**config.mk**
```make
export PLATFORM = sky130hd
export DESIGN_NAME = mcuit_core
export DESIGN_NICKNAME = d
export VERILOG_FILES = /design/src/design/mcuit_pkg.sv /design/src/design/mcuit_alu.sv /design/src/design/mcuit_core.sv
export VERILOG_INCLUDE_DIRS = /design/src /design/src/design
export SDC_FILE = /design/constraint.sdc
export NUM_CORES = 2
export LEC_CHECK = 0
export BUFFER_PORTS_ARGS = -buffer_cell sky130_fd_sc_hd__buf_2
export CAP_MARGIN = 20
export CELL_PAD_IN_SITES_DETAIL_PLACEMENT = 1
export CELL_PAD_IN_SITES_GLOBAL_PLACEMENT = 2
export CORE_ASPECT_RATIO = 1.4
export CORE_MARGIN = 1.5
export CORE_UTILIZATION = 45
export DETAILED_ROUTE_END_ITERATION = 8
export PLACE_DENSITY_LB_ADDON = 0.1
export SLEW_MARGIN = 10
export SYNTH_ARGS = -nofsm -noshare
export SYNTH_HDL_FRONTEND = slang
export SYNTH_SLANG_ARGS = --single-unit
```
**constraint.sdc**
```tcl
create_clock -name CLK -period 12.7 [get_ports CLK]
set_input_delay 2.54 -clock CLK [delete_from_list [all_inputs] [get_ports CLK]]
set_output_delay 2.54 -clock CLK [all_outputs]
set_load 0.03 [all_outputs]
```
**src/design/mcuit_consts.svh**
```systemverilog
`ifndef MCUIT_CONSTS_SVH
`define MCUIT_CONSTS_SVH

// ----------------------------------------------------------------
// Timing
// ----------------------------------------------------------------
`define MCUIT_CLK_PER_CYCLE 4
`define MCUIT_PHASE_LAST    2'h3

// ----------------------------------------------------------------
// Instruction word fields
// ----------------------------------------------------------------
`define MCUIT_OP_HI  15
`define MCUIT_OP_LO  11
`define MCUIT_BIT_HI 10
`define MCUIT_BIT_LO 8
`define MCUIT_TGT_HI 10

// ----------------------------------------------------------------
// Data space map and reset values
// ----------------------------------------------------------------
`define MCUIT_ADDR_PCL      8'h06
`define MCUIT_ADDR_TBLH     8'h08
`define MCUIT_ADDR_STATUS   8'h0A
`define MCUIT_ADDR_PORT_OUT 8'h12
`define MCUIT_ADDR_PORT_IN  8'h13
`define MCUIT_STATUS_C      0
`define MCUIT_STATUS_Z      1
`define MCUIT_STATUS_IE     2
`define MCUIT_RST_PC        11'h000
`define MCUIT_INT_VECTOR    11'h004
`define MCUIT_TBL_PAGE      3'h7
`define MCUIT_BYTE_MAX      9'h0FF

`endif

```
**src/design/mcuit_pkg.sv**
```systemverilog
package mcuit_pkg;

  typedef logic [10:0] mcuit_addr_t;
  typedef logic [7:0]  mcuit_byte_t;
  typedef logic [15:0] mcuit_word_t;

  // Thirty-two operations fill the five-bit opcode field exactly
  typedef enum logic [4:0] {
    OP_NOP, OP_MOV_A_M, OP_MOV_M_A, OP_MOV_A_X,
    OP_ADD_A_M, OP_ADD_A_X, OP_SUB_A_M, OP_AND_A_M,
    OP_OR_A_M, OP_XOR_A_M, OP_CPL_M, OP_CPLA_M,
    OP_INC_M, OP_INCREMENT_TO_ACC_M, OP_DEC_M, OP_DECREMENT_TO_ACC_M,
    OP_RR_M, OP_RL_M, OP_RRC_M, OP_RLC_M,
    OP_SET_BIT, OP_CLR_BIT, OP_SZ_M, OP_SZ_BIT,
    OP_SNZ_BIT, OP_JUMP, OP_CALL, OP_RET,
    OP_INTERRUPT_EXIT, OP_TABRD, OP_HALT, OP_CLRWDT
  } mcuit_op_e;

  typedef struct packed {
    mcuit_byte_t res;
    logic        c;
    logic        z;
    logic        wr_acc;
    logic        wr_mem;
    logic        set_c;
    logic        set_z;
    logic        skip;
  } mcuit_alu_s;

endpackage : mcuit_pkg

```
**src/design/mcuit_alu.sv**
```systemverilog
`timescale 1ns/10ps
`default_nettype none
`include "mcuit_consts.svh"

module mcuit_alu (
  input  wire mcuit_pkg::mcuit_op_e   op,
  input  wire mcuit_pkg::mcuit_byte_t acc,
  input  wire mcuit_pkg::mcuit_byte_t mem,
  input  wire mcuit_pkg::mcuit_byte_t imm,
  input  wire logic [2:0]             bit_sel,
  input  wire logic                   cin,
  output var mcuit_pkg::mcuit_alu_s   alu_o
);

  // ----------------------------------------------------------------
  // Helpers
  // ----------------------------------------------------------------
  function automatic mcuit_pkg::mcuit_byte_t bit_mask(input logic [2:0] idx);
    bit_mask = 8'h01 << idx;
  endfunction : bit_mask

  logic [8:0] sum9;

  // ----------------------------------------------------------------
  // Datapath: results go to the accumulator or back to the location; skip tests write neither
  // ----------------------------------------------------------------
  always_comb begin
    sum9  = 9'h000;
    alu_o = '0;
    case (op)
      mcuit_pkg::OP_MOV_A_M: begin alu_o.res = mem; alu_o.wr_acc = 1'b1; end
      mcuit_pkg::OP_MOV_M_A: begin alu_o.res = acc; alu_o.wr_mem = 1'b1; end
      mcuit_pkg::OP_MOV_A_X: begin alu_o.res = imm; alu_o.wr_acc = 1'b1; end
      // [RL9] carry and borrow
      mcuit_pkg::OP_ADD_A_M, mcuit_pkg::OP_ADD_A_X: begin
        sum9 = {1'b0, acc} + {1'b0, (op == mcuit_pkg::OP_ADD_A_X) ? imm : mem};
        alu_o.res = sum9[7:0];
        alu_o.c = sum9 > `MCUIT_BYTE_MAX;
        {alu_o.wr_acc, alu_o.set_c, alu_o.set_z} = 3'h7;
      end
      mcuit_pkg::OP_SUB_A_M: begin
        sum9 = {1'b0, acc} - {1'b0, mem};
        alu_o.res = sum9[7:0];
        alu_o.c = sum9[8];                 // Set on borrow
        {alu_o.wr_acc, alu_o.set_c, alu_o.set_z} = 3'h7;
      end
      // [RL11] logic sets zero
      mcuit_pkg::OP_AND_A_M: begin alu_o.res = acc & mem; {alu_o.wr_acc, alu_o.set_z} = 2'h3; end
      mcuit_pkg::OP_OR_A_M:  begin alu_o.res = acc | mem; {alu_o.wr_acc, alu_o.set_z} = 2'h3; end
      mcuit_pkg::OP_XOR_A_M: begin alu_o.res = acc ^ mem; {alu_o.wr_acc, alu_o.set_z} = 2'h3; end
      mcuit_pkg::OP_CPL_M:   begin alu_o.res = ~mem; {alu_o.wr_mem, alu_o.set_z} = 2'h3; end
      mcuit_pkg::OP_CPLA_M:  begin alu_o.res = ~mem; {alu_o.wr_acc, alu_o.set_z} = 2'h3; end
      // [RL10] step by one
      mcuit_pkg::OP_INC_M:   begin alu_o.res = mem + 8'h01; {alu_o.wr_mem, alu_o.set_z} = 2'h3; end
      mcuit_pkg::OP_INCREMENT_TO_ACC_M:  begin alu_o.res = mem + 8'h01; {alu_o.wr_acc, alu_o.set_z} = 2'h3; end
      mcuit_pkg::OP_DEC_M:   begin alu_o.res = mem - 8'h01; {alu_o.wr_mem, alu_o.set_z} = 2'h3; end
      mcuit_pkg::OP_DECREMENT_TO_ACC_M:  begin alu_o.res = mem - 8'h01; {alu_o.wr_acc, alu_o.set_z} = 2'h3; end
      // [RL13] one-bit rotates
      mcuit_pkg::OP_RR_M:  begin alu_o.res = {mem[0], mem[7:1]}; alu_o.wr_mem = 1'b1; end
      mcuit_pkg::OP_RL_M:  begin alu_o.res = {mem[6:0], mem[7]}; alu_o.wr_mem = 1'b1; end
      mcuit_pkg::OP_RRC_M: begin
        alu_o.res = {cin, mem[7:1]};
        alu_o.c = mem[0];
        {alu_o.wr_mem, alu_o.set_c} = 2'h3;
      end
      mcuit_pkg::OP_RLC_M: begin
        alu_o.res = {mem[6:0], cin};
        alu_o.c = mem[7];
        {alu_o.wr_mem, alu_o.set_c} = 2'h3;
      end
      // [RL14] single bit modify
      mcuit_pkg::OP_SET_BIT: begin alu_o.res = mem | bit_mask(bit_sel); alu_o.wr_mem = 1'b1; end
      mcuit_pkg::OP_CLR_BIT: begin alu_o.res = mem & ~bit_mask(bit_sel); alu_o.wr_mem = 1'b1; end
      // [RL6] skip conditions
      mcuit_pkg::OP_SZ_M:    alu_o.skip = mem == 8'h00;
      mcuit_pkg::OP_SZ_BIT:  alu_o.skip = (mem & bit_mask(bit_sel)) == 8'h00;
      mcuit_pkg::OP_SNZ_BIT: alu_o.skip = (mem & bit_mask(bit_sel)) != 8'h00;
      default: ;                           // Flow ops handled by the sequencer
    endcase
    alu_o.z = alu_o.res == 8'h00;
  end

endmodule : mcuit_alu
`default_nettype wire

```
**src/design/mcuit_core.sv**
```systemverilog
`timescale 1ns/10ps
`default_nettype none
`include "mcuit_consts.svh"

// How it works
// [RL1] Four clocks make one instruction cycle; all timing counts those cycles.
// [RL2] Ordinary instructions finish in one instruction cycle.
// [RL3] Jump, call, return, interrupt return and table read take two cycles.
// [RL4] Writing the low program counter byte jumps there, one extra cycle.
// [RL5] Skip tests cost one cycle, or two when the skip is taken.
// [RL6] Skip tests look at a location or bit, then skip or not.
// [RL7] Jump saves nothing; return resumes just after the call.
// [RL8] Moves: location to accumulator, accumulator to location, constant to accumulator.
// [RL9] Add and subtract flag carry above 255 and borrow below zero.
// [RL10] Increment and decrement step by one, to location or accumulator.
// [RL11] AND, OR, XOR and complement set zero flag on zero result.
// [RL12] Operations pass one operand through the accumulator.
// [RL13] Rotates move one bit; carry forms shift the lost bit into carry.
// [RL14] Bit set and clear rewrite the byte, changing only that bit.
// [RL15] Table read fetches program memory words into data registers.
// [RL16] One instruction powers down; another clears the watchdog.
// [RL17] Call and interrupt entry push only the program counter.
// [RL18] Two-cycle flow drops the prefetched word and fetches the target.
module mcuit_core #(
  parameter int STACK_DEPTH = 4,
  parameter int RAM_DEPTH   = 256
) (
  input  wire logic                   CLK,
  input  wire logic                   RST,
  output var mcuit_pkg::mcuit_addr_t  PROG_ADDR,
  input  wire mcuit_pkg::mcuit_word_t PROG_DATA,
  input  wire logic [7:0]             PORT_IN,
  output logic [7:0]                  PORT_OUT,
  input  wire logic                   INT_REQ,
  input  wire logic                   WAKE,
  output logic                        POWER_DOWN,
  output logic                        WDT_CLEAR,
  output logic                        EXEC_DONE
);

  localparam int SP_W = $clog2(STACK_DEPTH);
  localparam logic [SP_W-1:0] SP_ONE = SP_W'(1);

  logic [1:0]             phase_ff, nxt_phase;
  logic                   ex_stb, exec_now, irq_take;
  logic [7:0]             pin_s1_ff, pin_s2_ff;
  logic [1:0]             ctl_s1_ff, ctl_s2_ff;
  mcuit_pkg::mcuit_addr_t prog_addr_ff, nxt_prog_addr, ir_pc_ff, nxt_ir_pc;
  mcuit_pkg::mcuit_word_t ir_ff, nxt_ir;
  logic                   ir_valid_ff, nxt_ir_valid;
  mcuit_pkg::mcuit_byte_t acc_ff, nxt_acc, tblh_ff, nxt_tblh, port_out_ff, nxt_port_out;
  logic                   c_ff, nxt_c, z_ff, nxt_z, ie_ff, nxt_ie;
  logic                   tbl_pend_ff, nxt_tbl_pend, pd_ff, nxt_pd;
  mcuit_pkg::mcuit_byte_t tbl_dst_ff, nxt_tbl_dst;
  logic                   wdt_ff, nxt_wdt, done_ff, nxt_done;
  logic [SP_W-1:0]        sp_ff, nxt_sp;
  mcuit_pkg::mcuit_addr_t stk_ff [STACK_DEPTH];
  mcuit_pkg::mcuit_byte_t ram_ff [RAM_DEPTH];
  logic                   stk_we, ram_we;
  mcuit_pkg::mcuit_addr_t stk_wd;
  mcuit_pkg::mcuit_byte_t ram_wa, ram_wd, m_rd;
  mcuit_pkg::mcuit_op_e   op;
  mcuit_pkg::mcuit_byte_t m_addr, imm;
  logic [2:0]             bit_sel;
  mcuit_pkg::mcuit_addr_t target;
  mcuit_pkg::mcuit_alu_s  alu_o;
  logic [8:0]             add_sum9;

  // ----------------------------------------------------------------
  // Pin synchronisers
  // ----------------------------------------------------------------
  // Pins are asynchronous to CLK; only the second stage is read
  always_ff @(posedge CLK or posedge RST) begin
    if (RST) begin
      pin_s1_ff <= 8'h00;
      pin_s2_ff <= 8'h00;
      ctl_s1_ff <= 2'h0;
      ctl_s2_ff <= 2'h0;
    end else begin
      pin_s1_ff <= PORT_IN;
      pin_s2_ff <= pin_s1_ff;
      ctl_s1_ff <= {WAKE, INT_REQ};
      ctl_s2_ff <= ctl_s1_ff;
    end
  end

  // ----------------------------------------------------------------
  // Instruction cycle phase
  // ----------------------------------------------------------------
  // [RL1] four clock phases
  always_comb begin
    nxt_phase = phase_ff + 2'h1;
  end

  always_ff @(posedge CLK or posedge RST) begin
    if (RST) begin
      phase_ff <= 2'h0;
    end else begin
      phase_ff <= nxt_phase;
    end
  end

  // Everything architectural except the power-down exit changes only on the last phase
  assign ex_stb = phase_ff == `MCUIT_PHASE_LAST;

  // ----------------------------------------------------------------
  // Decode and operand fetch
  // ----------------------------------------------------------------
  assign op       = mcuit_pkg::mcuit_op_e'(ir_ff[`MCUIT_OP_HI:`MCUIT_OP_LO]);
  assign m_addr   = ir_ff[7:0];
  assign imm      = ir_ff[7:0];
  assign bit_sel  = ir_ff[`MCUIT_BIT_HI:`MCUIT_BIT_LO];
  assign target   = ir_ff[`MCUIT_TGT_HI:0];
  assign irq_take = ctl_s2_ff[0] && ie_ff;
  assign exec_now = ex_stb && !pd_ff && !tbl_pend_ff && ir_valid_ff && !irq_take;
  assign add_sum9 = {1'b0, acc_ff} + {1'b0, (op == mcuit_pkg::OP_ADD_A_X) ? imm : m_rd};

  // Special registers overlay the plain data array
  always_comb begin
    m_rd = 8'h00;
    case (m_addr)
      `MCUIT_ADDR_PCL:      m_rd = ir_pc_ff[7:0];
      `MCUIT_ADDR_TBLH:     m_rd = tblh_ff;
      `MCUIT_ADDR_PORT_IN:  m_rd = pin_s2_ff;
      `MCUIT_ADDR_PORT_OUT: m_rd = port_out_ff;
      `MCUIT_ADDR_STATUS: begin
        m_rd[`MCUIT_STATUS_C]  = c_ff;
        m_rd[`MCUIT_STATUS_Z]  = z_ff;
        m_rd[`MCUIT_STATUS_IE] = ie_ff;
      end
      default:              m_rd = ram_ff[m_addr];
    endcase
  end

  // [RL12] accumulator-centred datapath
  mcuit_alu u_alu (
    .op      (op),
    .acc     (acc_ff),
    .mem     (m_rd),
    .imm     (imm),
    .bit_sel (bit_sel),
    .cin     (c_ff),
    .alu_o   (alu_o)
  );

  // ----------------------------------------------------------------
  // Sequencer
  // ----------------------------------------------------------------
  always_comb begin
    nxt_prog_addr = prog_addr_ff;
    nxt_ir        = ir_ff;
    nxt_ir_pc     = ir_pc_ff;
    nxt_ir_valid  = ir_valid_ff;
    nxt_acc       = acc_ff;
    nxt_c         = c_ff;
    nxt_z         = z_ff;
    nxt_ie        = ie_ff;
    nxt_tblh      = tblh_ff;
    nxt_tbl_pend  = tbl_pend_ff;
    nxt_tbl_dst   = tbl_dst_ff;
    nxt_sp        = sp_ff;
    nxt_pd        = pd_ff;
    nxt_port_out  = port_out_ff;
    nxt_wdt       = 1'b0;
    nxt_done      = 1'b0;
    stk_we        = 1'b0;
    stk_wd        = ir_pc_ff;
    ram_we        = 1'b0;
    ram_wa        = m_addr;
    ram_wd        = alu_o.res;
    if (pd_ff) begin
      // Wake pin or interrupt request ends power-down
      if (ctl_s2_ff != 2'h0) nxt_pd = 1'b0;
    end else if (ex_stb && tbl_pend_ff) begin
      // [RL15] table word lands in data registers
      ram_we        = 1'b1;
      ram_wa        = tbl_dst_ff;
      ram_wd        = PROG_DATA[7:0];
      nxt_tblh      = PROG_DATA[15:8];
      nxt_tbl_pend  = 1'b0;
      nxt_prog_addr = ir_pc_ff + 11'h001;
    end else if (ex_stb) begin
      nxt_ir        = PROG_DATA;
      nxt_ir_pc     = prog_addr_ff;
      nxt_ir_valid  = 1'b1;
      nxt_prog_addr = prog_addr_ff + 11'h001;
      if (ir_valid_ff && irq_take) begin
        // [RL17] interrupt pushes only the address
        stk_we        = 1'b1;
        nxt_sp        = sp_ff + SP_ONE;
        nxt_prog_addr = `MCUIT_INT_VECTOR;
        nxt_ir_valid  = 1'b0;
        nxt_ie        = 1'b0;
      end else if (exec_now) begin
        nxt_done = 1'b1;
        // [RL8] accumulator loads
        if (alu_o.wr_acc) nxt_acc = alu_o.res;
        if (alu_o.set_c) nxt_c = alu_o.c;
        if (alu_o.set_z) nxt_z = alu_o.z;
        // [RL5] taken skip squashes the prefetch
        if (alu_o.skip) nxt_ir_valid = 1'b0;
        if (alu_o.wr_mem) begin
          ram_we = 1'b1;
          case (m_addr)
            // [RL4] low byte write redirects
            `MCUIT_ADDR_PCL: begin
              nxt_prog_addr = {ir_pc_ff[10:8], alu_o.res};
              nxt_ir_valid  = 1'b0;
            end
            `MCUIT_ADDR_TBLH:     nxt_tblh = alu_o.res;
            `MCUIT_ADDR_PORT_OUT: nxt_port_out = alu_o.res;
            // A direct write wins over flags from the same op
            `MCUIT_ADDR_STATUS: begin
              nxt_c  = alu_o.res[`MCUIT_STATUS_C];
              nxt_z  = alu_o.res[`MCUIT_STATUS_Z];
              nxt_ie = alu_o.res[`MCUIT_STATUS_IE];
            end
            default: ;
          endcase
        end
        case (op)
          // [RL18] drop prefetch, fetch target
          mcuit_pkg::OP_JUMP: begin
            nxt_prog_addr = target;
            nxt_ir_valid  = 1'b0;
          end
          // [RL7] call pushes return point
          mcuit_pkg::OP_CALL: begin
            stk_we        = 1'b1;
            stk_wd        = ir_pc_ff + 11'h001;
            nxt_sp        = sp_ff + SP_ONE;
            nxt_prog_addr = target;
            nxt_ir_valid  = 1'b0;
          end
          // [RL3] returns pop, two cycles
          mcuit_pkg::OP_RET, mcuit_pkg::OP_INTERRUPT_EXIT: begin
            nxt_sp        = sp_ff - SP_ONE;
            nxt_prog_addr = stk_ff[sp_ff - SP_ONE];
            nxt_ir_valid  = 1'b0;
            if (op == mcuit_pkg::OP_INTERRUPT_EXIT) nxt_ie = 1'b1;
          end
          // Prefetched word is held, not dropped, so the read takes two cycles, one extra
          mcuit_pkg::OP_TABRD: begin
            nxt_tbl_pend  = 1'b1;
            nxt_tbl_dst   = m_addr;
            nxt_prog_addr = {`MCUIT_TBL_PAGE, acc_ff};
          end
          // [RL16] power-down and watchdog
          mcuit_pkg::OP_HALT:   nxt_pd = 1'b1;
          mcuit_pkg::OP_CLRWDT: nxt_wdt = 1'b1;
          default: ;
        endcase
      end
    end
  end

  always_ff @(posedge CLK or posedge RST) begin
    if (RST) begin
      prog_addr_ff <= `MCUIT_RST_PC;
      ir_ff        <= 16'h0000;
      ir_pc_ff     <= `MCUIT_RST_PC;
      ir_valid_ff  <= 1'b0;
      acc_ff       <= 8'h00;
      c_ff         <= 1'b0;
      z_ff         <= 1'b0;
      ie_ff        <= 1'b0;
      tblh_ff      <= 8'h00;
      tbl_pend_ff  <= 1'b0;
      tbl_dst_ff   <= 8'h00;
      sp_ff        <= '0;
      pd_ff        <= 1'b0;
      port_out_ff  <= 8'h00;
      wdt_ff       <= 1'b0;
      done_ff      <= 1'b0;
    end else begin
      prog_addr_ff <= nxt_prog_addr;
      ir_ff        <= nxt_ir;
      ir_pc_ff     <= nxt_ir_pc;
      ir_valid_ff  <= nxt_ir_valid;
      acc_ff       <= nxt_acc;
      c_ff         <= nxt_c;
      z_ff         <= nxt_z;
      ie_ff        <= nxt_ie;
      tblh_ff      <= nxt_tblh;
      tbl_pend_ff  <= nxt_tbl_pend;
      tbl_dst_ff   <= nxt_tbl_dst;
      sp_ff        <= nxt_sp;
      pd_ff        <= nxt_pd;
      port_out_ff  <= nxt_port_out;
      wdt_ff       <= nxt_wdt;
      done_ff      <= nxt_done;
    end
  end

  // Storage arrays carry no reset; contents are undefined until written
  always_ff @(posedge CLK) begin
    if (stk_we) stk_ff[sp_ff] <= stk_wd;
    if (ram_we) ram_ff[ram_wa] <= ram_wd;
  end

  assign PROG_ADDR  = prog_addr_ff;
  assign PORT_OUT   = port_out_ff;
  assign POWER_DOWN = pd_ff;
  assign WDT_CLEAR  = wdt_ff;
  assign EXEC_DONE  = done_ff;
endmodule : mcuit_core
`default_nettype wire

```
==> run summary <==
status - finished, final reports clean
drt first pass iters - 7
FMAX - 106.0 MHz
Core ar. - 197800 sq um
met3 routed WL - 20970 microns
Post-Route WL - 313900 microns
net count after synthesis - 4902
post-synthesis cell area - 89620 sq um
Worst-Margin Slew - 1.296 ns
Clock Path Buffers - 4
Reg clk slew, reported paths - 0.07 ns
Crit-path slowest cell - a221oi_1
area of the die - 201900 sq um
Synth warnings - 0
dpl hpwl - 203500 microns
routed length per placed instance - 40.32 microns
Tcrit/Tclk final - 0.7427
Pins Over Slew Limit - 0
register area share after synthesis - 0.7295
ys async rst share - 0.04649
worst endpoint required time - 13.17 ns
CTS resizes - 0
initial antenna violation count - 16
Yosys cell types - 100
share of post-route cells with drive strength above 1 - 0.2002
WS Path Type - reg -> reg
final net count - 5039
# fillers - 17905
Max-Cap Viols - 0
Hold Fails Final Rpt - 0
CTS root buffer - clkbuf_16
Detail Route met2 WL - 156300 microns
unrepaired setup endpoints after global routing - no
CP startpoint kind - flip-flop
synth-to-layout area growth - 11.34%
Max Used Layer - met5
initial DRC count - 5855
cts bufs inserted - 217
row count - 193
CTS tree - yes
H-tree Lvls - 4
gpl congestion - 0.9080
path type of the worst min-delay path - reg -> reg
Worst Skew - 0.05571 ns
clk_lat worst skew - 0.89 ns
fin crit period - 9.432 ns
clk sinks - 2194
detailed-route DRC error count - 0
vias in the first global route - 50830
largest net degree at the start of global routing - 209
ys flop type - edfxtp_1
Initial Util - 0.4531
Total GRT Usage - 0.3094
Pleak - 32.19 nW
Post-synth EDFFs - 2092
worst hold margin - 0.3540 ns
Pwr per Cell Area - 227.1 nW/um^2
Hold-fix buffers, CTS - 0
Mapped Avg Cell Area - 18.51 sq um
slew margin rel. - 0.1357
Final ANT Viol Nets - 0
Port Buffers - 49
global route overflow - 0
largest stage delay on the critical path - 0.96 ns
first-pass GRT wire length - 430800 microns
Final Util - 0.5045
wl on met1 - 120200 microns
Setup Viol. Count Final - 0
Die X - 380.2 microns
buffer count from post-CTS setup fixing - 0
Worst Path Arrival - 9.90 ns
Post-Route Setup TNS - 0 ns
Worst setup EP type - flip-flop
routed vias/inst - 6.443
synthesized flop and latch total - 2194
maximum vdd drop - 0.8921 mV
Most common cell on crit path - buf_4
routed vias - 50159
IO Pins - 50
Die H - 531.0 microns
CP max FO - 90
cells after synthesis - 4841
==> flip-flops by register name, summed over array words and instances, names as in the netlist <==
signal,flops
EXEC_DONE,1
PORT_OUT,8
POWER_DOWN,1
PROG_ADDR,11
WDT_CLEAR,1
acc_ff,8
c_ff,1
ctl_s1_ff,2
ctl_s2_ff,2
ie_ff,1
ir_ff,16
ir_pc_ff,11
ir_valid_ff,1
phase_ff,2
pin_s1_ff,8
pin_s2_ff,8
ram_ff,2048
sp_ff,2
stk_ff,44
tbl_dst_ff,8
tbl_pend_ff,1
tblh_ff,8
z_ff,1
==> power breakdown <==
group	internal (mW)	switching, mW	total [mW]
combinational	1.44	4.54	5.98
clock	3.64	2.81	6.46
sequential	9.97	0.253	10.2
total	15.1	7.61	22.7
==> layout by cell type (no fill, tap or decap), types with 60 or more instances in the layout <==
master        n
o21ai_0      99
nor2_1      370
a21oi_1      93
a22oi_1      93
mux4_1       60
dfrtp_1      95
mux4_2      379
clkbuf_16   221
buf_4       141
edfxtp_1   2092
mux2i_1     222
nand2_1     252
nand3_1      72
==> per-stage QoR <==
| step | area, sq um | worst slack (ns) | cells | power (mW) |
|---|---|---|---|---|
| final | 99780 | 3.268 | 7785 | 22.66 |
| after global routing | 99780 | 2.900 | 7783 | 23.18 |
| after CTS | 99700 | 3.407 | 7777 | 22.69 |
| after detailed placement | 92750 | 3.440 | 7386 | 16.31 |
| after global placement | 92700 | 3.234 | 7380 | 16.15 |
| after floorplan | 89620 | 0.02569 | 4841 | 13.91 |
==> cells by family (layout without fill, tap and decap cells) <==
logic type | count (synthesis) | in the layout | synth area share
muxes | 714 | 714 | 0.1443
and+or+nand+nor | 932 | 932 | 0.04669
xor gates and xnor gates | 45 | 45 | 0.004482
other | 0 | 3 | 0
DFF | 2194 | 2194 | 0.7295
adders and majority gates | 33 | 33 | 0.004859
buffers and inverters | 318 | 627 | 0.02248
AOI/OAI and AO/OA | 605 | 605 | 0.04774
==> area by class of cell <==
class                      count  area (sq um)  area share
sequential                  2194         65390      0.6554
multi-input combinational   2329         22420      0.2247
clock buffer                 254          5654     0.05667
tap                         2632          3293     0.03300
timing repair buffer         205          1594     0.01598
clock inverter               137          1296     0.01299
inverter                      31         120.1    0.001204
antenna                        3         7.507  0.00007524
==> worst paths after layout <==
check                        startpoint             end  slack, ns  cells after the start
min                        pin_s1_ff[1]    pin_s2_ff[1]       0.35                      0
max reg2reg                    ir_ff[0]  ram_ff[110][6]       3.27                     25
max in group asynchronous           RST        ir_ff[1]       9.49                      3
min reg2reg                pin_s1_ff[1]    pin_s2_ff[1]       0.35                      0
min in group asynchronous           RST    ir_pc_ff[10]       1.89                      2
max                            ir_ff[0]  ram_ff[110][6]       3.27                     25
==> synth_stat cells (11+ instances only) <==
| cell | number | area (sq um) |
|---|---|---|
| nor2b_1 | 25 | 156.4 |
| a211oi_1 | 29 | 217.7 |
| nand3b_1 | 15 | 112.6 |
| mux4_2 | 379 | 8536 |
| a221oi_1 | 31 | 271.5 |
| buf_2 | 44 | 220.2 |
| buf_1 | 16 | 60.06 |
| o22ai_1 | 29 | 181.4 |
| nor4_1 | 12 | 75.07 |
| nand2b_1 | 17 | 106.4 |
| and3_1 | 14 | 87.58 |
| nor3_1 | 42 | 210.2 |
| nand2_1 | 257 | 964.7 |
| a31oi_1 | 24 | 150.1 |
| clkbuf_8 | 15 | 206.5 |
| a21oi_1 | 95 | 475.5 |
| o21ai_0 | 106 | 530.5 |
| nand4_1 | 28 | 175.2 |
| mux2i_1 | 223 | 2232 |
| buf_12 | 11 | 220.2 |
| o221ai_1 | 29 | 254.0 |
| buf_4 | 51 | 382.9 |
| edfxtp_1 | 2092 | 62820 |
| a22o_1 | 27 | 236.5 |
| xnor2_1 | 23 | 201.4 |
| nor2_1 | 379 | 1423 |
| or3_1 | 12 | 75.07 |
| dfrtp_1 | 102 | 2552 |
| o211ai_1 | 13 | 97.59 |
| a22oi_1 | 93 | 698.2 |
| ha_1 | 30 | 375.4 |
| mux2_2 | 52 | 585.6 |
| and2_1 | 15 | 93.84 |
| mux4_1 | 60 | 1577 |
| xor2_1 | 21 | 183.9 |
| buf_6 | 31 | 349.1 |
| nand3_1 | 75 | 375.4 |
| inv_1 | 25 | 93.84 |
| clkbuf_1 | 117 | 439.2 |
==> layer usage <==
metal  global-route usage  vias up
met1               0.3991    27280
met4               0.1421       10
met5                    0        -
met2               0.5226     2292
li1                     -    19996
met3              0.04211      581
==> worst max-delay path: cells and delay by family (launching register included) <==
family                     cells  cell delay, ns
buffers and inverters          5            2.80
DFF                            1            0.78
adders and majority gates      2            0.68
AOI/OAI and AO/OA             13            3.12
and+or+nand+nor                4            1.09
xor gates and xnor gates       1            0.15
Note: power is estimated with default switching activity, not from simulation.
